File: src/logic/bus_xcvr_pkg.sv
// Constants for the quad registered bus transceiver.
// Assumes a single 10 MHz core clock; all device pins are sampled.
package bus_xcvr_pkg;
   localparam int WORD_WIDTH = 4;
   localparam int SYNC_STAGES = 3;
   localparam logic [3:0] DRIVER_RESET = 4'h0;
   localparam logic [3:0] LATCH_RESET = 4'hF;
   localparam int CLK_PERIOD_NS = 100;
endpackage

File: src/logic/pin_sync.sv
// Three-stage pin synchroniser with second/third stage agreement.
// Assumes the input is asynchronous to core_clk.
`timescale 1ns/1ps
module pin_sync #(
   parameter int WIDTH = 1,
   parameter logic [WIDTH-1:0] INIT = '0
) (
   // Clock and reset
   input wire logic core_clk,
   input wire logic sys_rst,
   // Raw and filtered levels
   input wire logic [WIDTH-1:0] pin_in,
   output logic [WIDTH-1:0] level_out
);
   logic [WIDTH-1:0] stage1;
   logic [WIDTH-1:0] stage2;
   logic [WIDTH-1:0] stage3;

   always_ff @(posedge core_clk) begin
      if (sys_rst) begin
         stage1 <= INIT;
         stage2 <= INIT;
         stage3 <= INIT;
      end else begin
         stage1 <= pin_in;
         stage2 <= stage1;
         stage3 <= stage2;
      end
   end

   // A bit changes only once stages two and three agree
   genvar i;
   generate
      for (i = 0; i < WIDTH; i++) begin : g_bit
         always_ff @(posedge core_clk) begin
            if (sys_rst) begin
               level_out[i] <= INIT[i];
            end else if (stage2[i] == stage3[i]) begin
               level_out[i] <= stage3[i];
            end
         end
      end
   endgenerate
endmodule

File: src/logic/quad_registered_bus_transceiver.sv
// Quad registered bus transceiver, modelled on the core clock.
// Assumes every pin is asynchronous; shared lines are resolved outside.
//
// Summary of operation
// - Select low routes word A into the register, high routes word B.
// - Driver register loads only on a rising driver register clock edge.
// - Steady driver clock keeps register contents unchanged.
// - Bus enable high floats drivers; low drives inverted register bits.
// - Receiver outputs present the inverse of each shared line.
// - Latch enable low keeps receiver latches transparent.
// - Latch enable high holds latch data until it returns low.
// - Output enable high floats receiver outputs; low presents latch data.
// - Receive with drivers off, latches open, outputs on; other drives.
`timescale 1ns/1ps
module quad_registered_bus_transceiver
   import bus_xcvr_pkg::*;
#(
   parameter int WIDTH = WORD_WIDTH
) (
   // Clock and reset
   input wire logic core_clk,
   input wire logic sys_rst,
   // Driver side
   input wire logic [WIDTH-1:0] word_a_in,
   input wire logic [WIDTH-1:0] word_b_in,
   input wire logic source_select,
   input wire logic driver_register_clock,
   input wire logic bus_drive_enable_n,
   // Shared lines
   input wire logic [WIDTH-1:0] shared_line_in,
   output logic [WIDTH-1:0] shared_line_out,
   output logic [WIDTH-1:0] shared_line_oe,
   // Receiver side
   input wire logic receiver_latch_enable_n,
   input wire logic receiver_output_enable_n,
   output logic [WIDTH-1:0] receiver_out,
   output logic [WIDTH-1:0] receiver_out_oe
);
   // ------------------------------------------------------------
   // Pin synchronisation
   // ------------------------------------------------------------
   // Reset values sized to the word
   localparam logic [WIDTH-1:0] DRIVER_INIT = WIDTH'(DRIVER_RESET);
   localparam logic [WIDTH-1:0] LATCH_INIT = WIDTH'(LATCH_RESET);

   // Synchronised data words and shared line levels
   logic [WIDTH-1:0] a_s;
   logic [WIDTH-1:0] b_s;
   logic [WIDTH-1:0] line_s;
   // Synchronised control levels
   logic [4:0] ctl_s;
   logic sel_s;
   logic clk_s;
   logic be_n_s;
   logic rle_n_s;
   logic oe_n_s;
   // Decoded shared controls
   logic drive_on;
   logic latch_open;
   logic rx_on;
   // Driver clock edge detection
   logic clk_prev;
   logic clk_rise;
   // Per-slice driver and receiver state
   logic [WIDTH-1:0] mux_word;
   logic [WIDTH-1:0] driver_reg;
   logic [WIDTH-1:0] latch_q;
   logic [WIDTH-1:0] next_latch;

   pin_sync #(.WIDTH(WIDTH), .INIT('0)) u_word_a_sync (
      .core_clk(core_clk),
      .sys_rst(sys_rst),
      .pin_in(word_a_in),
      .level_out(a_s)
   );

   pin_sync #(.WIDTH(WIDTH), .INIT('0)) u_word_b_sync (
      .core_clk(core_clk),
      .sys_rst(sys_rst),
      .pin_in(word_b_in),
      .level_out(b_s)
   );

   pin_sync #(.WIDTH(WIDTH), .INIT('0)) u_line_sync (
      .core_clk(core_clk),
      .sys_rst(sys_rst),
      .pin_in(shared_line_in),
      .level_out(line_s)
   );

   pin_sync #(.WIDTH(5), .INIT(5'h1F)) u_ctl_sync (
      .core_clk(core_clk),
      .sys_rst(sys_rst),
      .pin_in({source_select, driver_register_clock, bus_drive_enable_n,
               receiver_latch_enable_n, receiver_output_enable_n}),
      .level_out(ctl_s)
   );

   assign {sel_s, clk_s, be_n_s, rle_n_s, oe_n_s} = ctl_s;

   // ------------------------------------------------------------
   // Slice helpers
   // ------------------------------------------------------------
   // Two-input word multiplexer of one slice
   function automatic logic pick_source(
      input logic sel,
      input logic a_bit,
      input logic b_bit
   );
      return sel ? b_bit : a_bit;
   endfunction

   // Bus polarity, used on both the drive and the receive path
   function automatic logic invert_level(input logic level);
      return ~level;
   endfunction

   // Active-low control decode shared by all enables
   function automatic logic enable_active(input logic enable_n);
      return ~enable_n;
   endfunction

   // ------------------------------------------------------------
   // Control decode
   // ------------------------------------------------------------
   // one decode of each control serves every slice
   always_comb begin
      drive_on = enable_active(be_n_s);
      latch_open = enable_active(rle_n_s);
      rx_on = enable_active(oe_n_s);
   end

   // ------------------------------------------------------------
   // Driver clock edge detection
   // ------------------------------------------------------------
   // Reset high so a clock pin already high at release is no edge
   always_ff @(posedge core_clk) begin
      if (sys_rst) begin
         clk_prev <= 1'b1;
      end else begin
         clk_prev <= clk_s;
      end
   end

   always_comb begin
      clk_rise = clk_s && !clk_prev;
   end

   // ------------------------------------------------------------
   // Bit slices
   // ------------------------------------------------------------
   // identical slices, shared controls
   genvar bit_i;
   generate
      for (bit_i = 0; bit_i < WIDTH; bit_i++) begin : g_slice
         always_comb begin
            mux_word[bit_i] = pick_source(sel_s, a_s[bit_i], b_s[bit_i]);
         end

         always_ff @(posedge core_clk) begin
            if (sys_rst) begin
               driver_reg[bit_i] <= DRIVER_INIT[bit_i];
            end else if (clk_rise) begin
               driver_reg[bit_i] <= mux_word[bit_i];
            end
         end

         always_ff @(posedge core_clk) begin
            if (sys_rst) begin
               shared_line_out[bit_i] <= invert_level(DRIVER_INIT[bit_i]);
            end else begin
               shared_line_out[bit_i] <= invert_level(driver_reg[bit_i]);
            end
         end

         always_ff @(posedge core_clk) begin
            if (sys_rst) begin
               shared_line_oe[bit_i] <= 1'b0;
            end else begin
               shared_line_oe[bit_i] <= drive_on;
            end
         end

         always_comb begin
            next_latch[bit_i] = latch_q[bit_i];
            if (latch_open) begin
               next_latch[bit_i] = invert_level(line_s[bit_i]);
            end
         end

         always_ff @(posedge core_clk) begin
            if (sys_rst) begin
               latch_q[bit_i] <= LATCH_INIT[bit_i];
            end else begin
               latch_q[bit_i] <= next_latch[bit_i];
            end
         end

         always_ff @(posedge core_clk) begin
            if (sys_rst) begin
               receiver_out[bit_i] <= LATCH_INIT[bit_i];
            end else begin
               receiver_out[bit_i] <= next_latch[bit_i];
            end
         end

         always_ff @(posedge core_clk) begin
            if (sys_rst) begin
               receiver_out_oe[bit_i] <= 1'b0;
            end else begin
               receiver_out_oe[bit_i] <= rx_on;
            end
         end
      end
   endgenerate
endmodule

File: config.mk
export PLATFORM = sky130hd
export DESIGN_NAME = quad_registered_bus_transceiver
export DESIGN_NICKNAME = d
export VERILOG_FILES = /design/src/logic/bus_xcvr_pkg.sv /design/src/logic/pin_sync.sv /design/src/logic/quad_registered_bus_transceiver.sv
export SDC_FILE = /design/constraint.sdc
export NUM_CORES = 1
export LEC_CHECK = 0
export ABC_AREA = 1
export BUFFER_PORTS_ARGS = -buffer_cell sky130_fd_sc_hd__buf_2
export CORE_MARGIN = 2
export CORE_UTILIZATION = 55
export DETAILED_ROUTE_END_ITERATION = 10
export PLACE_DENSITY = 0.76
export REMOVE_ABC_BUFFERS = 1
export SKIP_LAST_GASP = 1
export SLEW_MARGIN = 20
export SYNTH_ARGS = -nofsm -noshare
export SYNTH_HDL_FRONTEND = slang
export SYNTH_HIERARCHICAL = 1
export SYNTH_SLANG_ARGS = --single-unit
File: constraint.sdc
create_clock -name core_clk -period 0.9 [get_ports core_clk]
set_input_delay 0.09 -clock core_clk [delete_from_list [all_inputs] [get_ports core_clk]]
set_output_delay 0.09 -clock core_clk [all_outputs]
set_load 0.01 [all_outputs]
==> results_dict.tcl <==
set metrics [dict create \
    synth-simple-area-share_pct 19.34 \
    routed_wl_um 3752 \
    vias 1847 \
    clk_latency_ps 340 \
    max_freq_mhz 1110 \
    synthXorXnorAreaFrac_pct 0 \
    instances_no_fill 417 \
    tightest_slew_ps 269.3 \
    initial_core_util_pct 56.67 \
    p_sw_share_pct 21.45 \
    drcViolationCount 0 \
    overflow 0 \
    grt_pass1_vias 1507 \
    intPower_mw 5.064 \
    synthCells 305 \
    worstHoldStart "sys_rst" \
    num_antenna_cells 0 \
    power_frac_seq_pct 59.0 \
    fin_crit_sh_pct 100.1 \
    synth_commonest_cells "dfxtp_1, nor2_1, inv_1" \
    syn_area_per_cell_um2 8.717 \
    critical_path_arrival_ps 810 \
    hold_viol_final 0 \
    critPathBufInv 1 \
    peakVddDrop_mv 1.642 \
    slew_viol_final 0 \
    dr_wl_met2_um 1806 \
    cp_slowest_cell "dfxtp_2" \
    postRouteAntennaNets 0 \
    antenna_found_initial 0 \
    status "finished with violations" \
    slew_headroom_pct 82.02 \
    clk_pin_slew_ps 80 \
    worst_r2r_startpoint "u_ctl_sync/level_out[4]" \
    drt-initial-drc-count 48 \
    crit_start "receiver_out[0]" \
    fin_util_pct 68.91 \
    post-cts-setup-buffer-count 0 \
    final_net_count 377 \
    hold_ws_ps 37.42 \
    power_density_nw_per_um2 1994 \
    first_pass_iters 4 \
    cts_buffers 9 \
    htree_levels 3 \
    track_usage_pct 14.49 \
    fp.dieH_um 73.53 \
    synth-compound-area-share_pct 6.024 \
    finClkSkew_ps 9.582 \
    worstPathRequired_ps 810 \
    die_w_um 73.53 \
    rows 25 \
    fp.coreArea_um2 4692 \
    dr_wl_met3_um 156 \
    vias_per_cell 4.429 \
    port_buffers 34 \
    fin_crit_ps 901.3 \
    synth_fa_ha_area_share_pct 0 \
    leakage_nw 1.499 \
    grt_pass1_wl_um 5885 \
    clkPwrFrac_pct 36.5 \
    die_area_um2 5407 \
    synth_cell_types 16 \
    dp_hpwl_um 2330 \
    rsz0062_at_grt "yes" \
    switchingPower_mw 1.383 \
    dpl_cell_area_um2 2850 \
    synth_edf_count 0 \
    crit_path_max_incr_delay_ps 360 \
    wl_met1_um 1699 \
    worst_slack_ps -1.308 \
    hp-class "in2reg" \
    yosys-top-cells-area "dfxtp_1, nor2_1, inv_1" \
    synth_ff_type "dfxtp_1" \
    cts_buffer_depth 2 \
    ys_ff_latch 83 \
    synthToLayoutAreaGrowth_pct 21.60 \
    path_class "reg2out" \
    synth_seq_area_share_pct 62.49 \
    pwr-share-comb_pct 4.4 \
    netlist.area_leader.share_pct 62.49 \
    cp_cell_sequence "buf_6" \
    cp-start-kind "register" \
    final_cell_area_um2 3233 \
    yosysWarnings 6 \
    synth_top_family_by_area "simple AND/OR/NAND/NOR gates" \
    reg2reg_setup_slack_ps 110 \
    cts_tree "done" \
    num-fill-cells 359 \
    placedCellCount 384 \
    clk_root_buffer_cell "clkbuf_8" \
    synth.most_common_cell "dfxtp_1" \
    total_power_mw 6.446 \
    grt_max_degree 31 \
    io_pins 35 \
    cp_max_fo 2 \
    setup_viol 1 \
    clock-sinks 83 \
    async_reset_ff_share_pct 0 \
    synth_top_area_cell "dfxtp_1" \
    endpoint_kind "output pin" \
    gp_congestion 0.7349 \
    netlist_area_um2 2659 \
    maxUsedRoutingLayer "met4" \
    violations "negative setup slack" \
    drv_cap 0 \
    post_drt_wl_per_cell_um 8.998 \
    synthMuxAreaShare_pct 0 \
    drive_gt1_share_pct 19.28 \
    path_delay_family "flip-flops" \
]
## stage by stage
step / worst slack [ps] / setup TNS [ps]
after floorplan: 171.7 / 0
after global placement: 127.9 / 0
after detailed placement: 106.8 / 0
after CTS: -13.88 / -88.93
after global routing: -48.63 / -412.2
final: -1.308 / -1.308
## power by group through the flow
stage / combinational [mW] / sequential [mW] / clock [mW]
global route: 0.324 / 3.81 / 2.58
global placement: 0.223 / 3.89 / 0
floorplan: 0.101 / 3.88 / 0
CTS: 0.287 / 3.80 / 2.42
detailed placement: 0.230 / 3.89 / 0
finish: 0.287 / 3.81 / 2.35
## final timing paths
path,endpoint,cells after the start
worst min-delay path,u_word_b_sync/stage1[0],2
worst max register to register,driver_reg[0],5
worst min register to register,shared_line_out[3],1
worst max-delay path,receiver_out[0],1
## cell type report
cell class	instances	area (µm²)	area share, %
multi-input combinational	153	674.4	20.86
clock buffer	12	155.1	4.799
tap	54	67.56	2.090
sequential	83	1669	51.63
inverter	57	216.5	6.695
clock inverter	4	25.02	0.7740
timing repair buffer	54	425.4	13.16
## cell usage in the layout, fill, tap and decap left out
cell type,instances
clkinvlp_4,2
clkinv_2,2
nand2_2,1
nor2_4,2
o21ai_0,16
nand2_1,44
clkbuf_8,11
or2_1,11
inv_1,52
dlygate4sd3_1,17
dfxtp_2,6
buf_12,3
nor2_1,55
buf_2,30
clkbuf_1,1
a21oi_1,16
nor2_2,4
nand3_1,4
inv_4,1
inv_2,4
buf_6,4
dfxtp_1,77
## routing by layer
layer	vias to the layer above	track usage, %
li1	999	-
met1	805	16.67
met2	34	23.02
met3	9	5.761
met4	0	7.879
met5	-	0
## repair_timing
| item | in CTS | in global routing |
|---|---|---|
| hold buffers | 17 | 0 |
| resized for setup | 8 | 2 |
| gates cloned | 0 | 0 |
| hold endpoints to repair | 17 | 0 |
| setup endpoints to repair | 12 | 12 |
## cell families after synthesis
| logic type | count (synthesis) |
|---|---|
| flip-flops | 83 |
| buffers and inverters | 69 |
| AO/OA/AOI/OAI | 32 |
| AND/OR/NAND/NOR | 121 |
(Power assumes the default switching activity.)
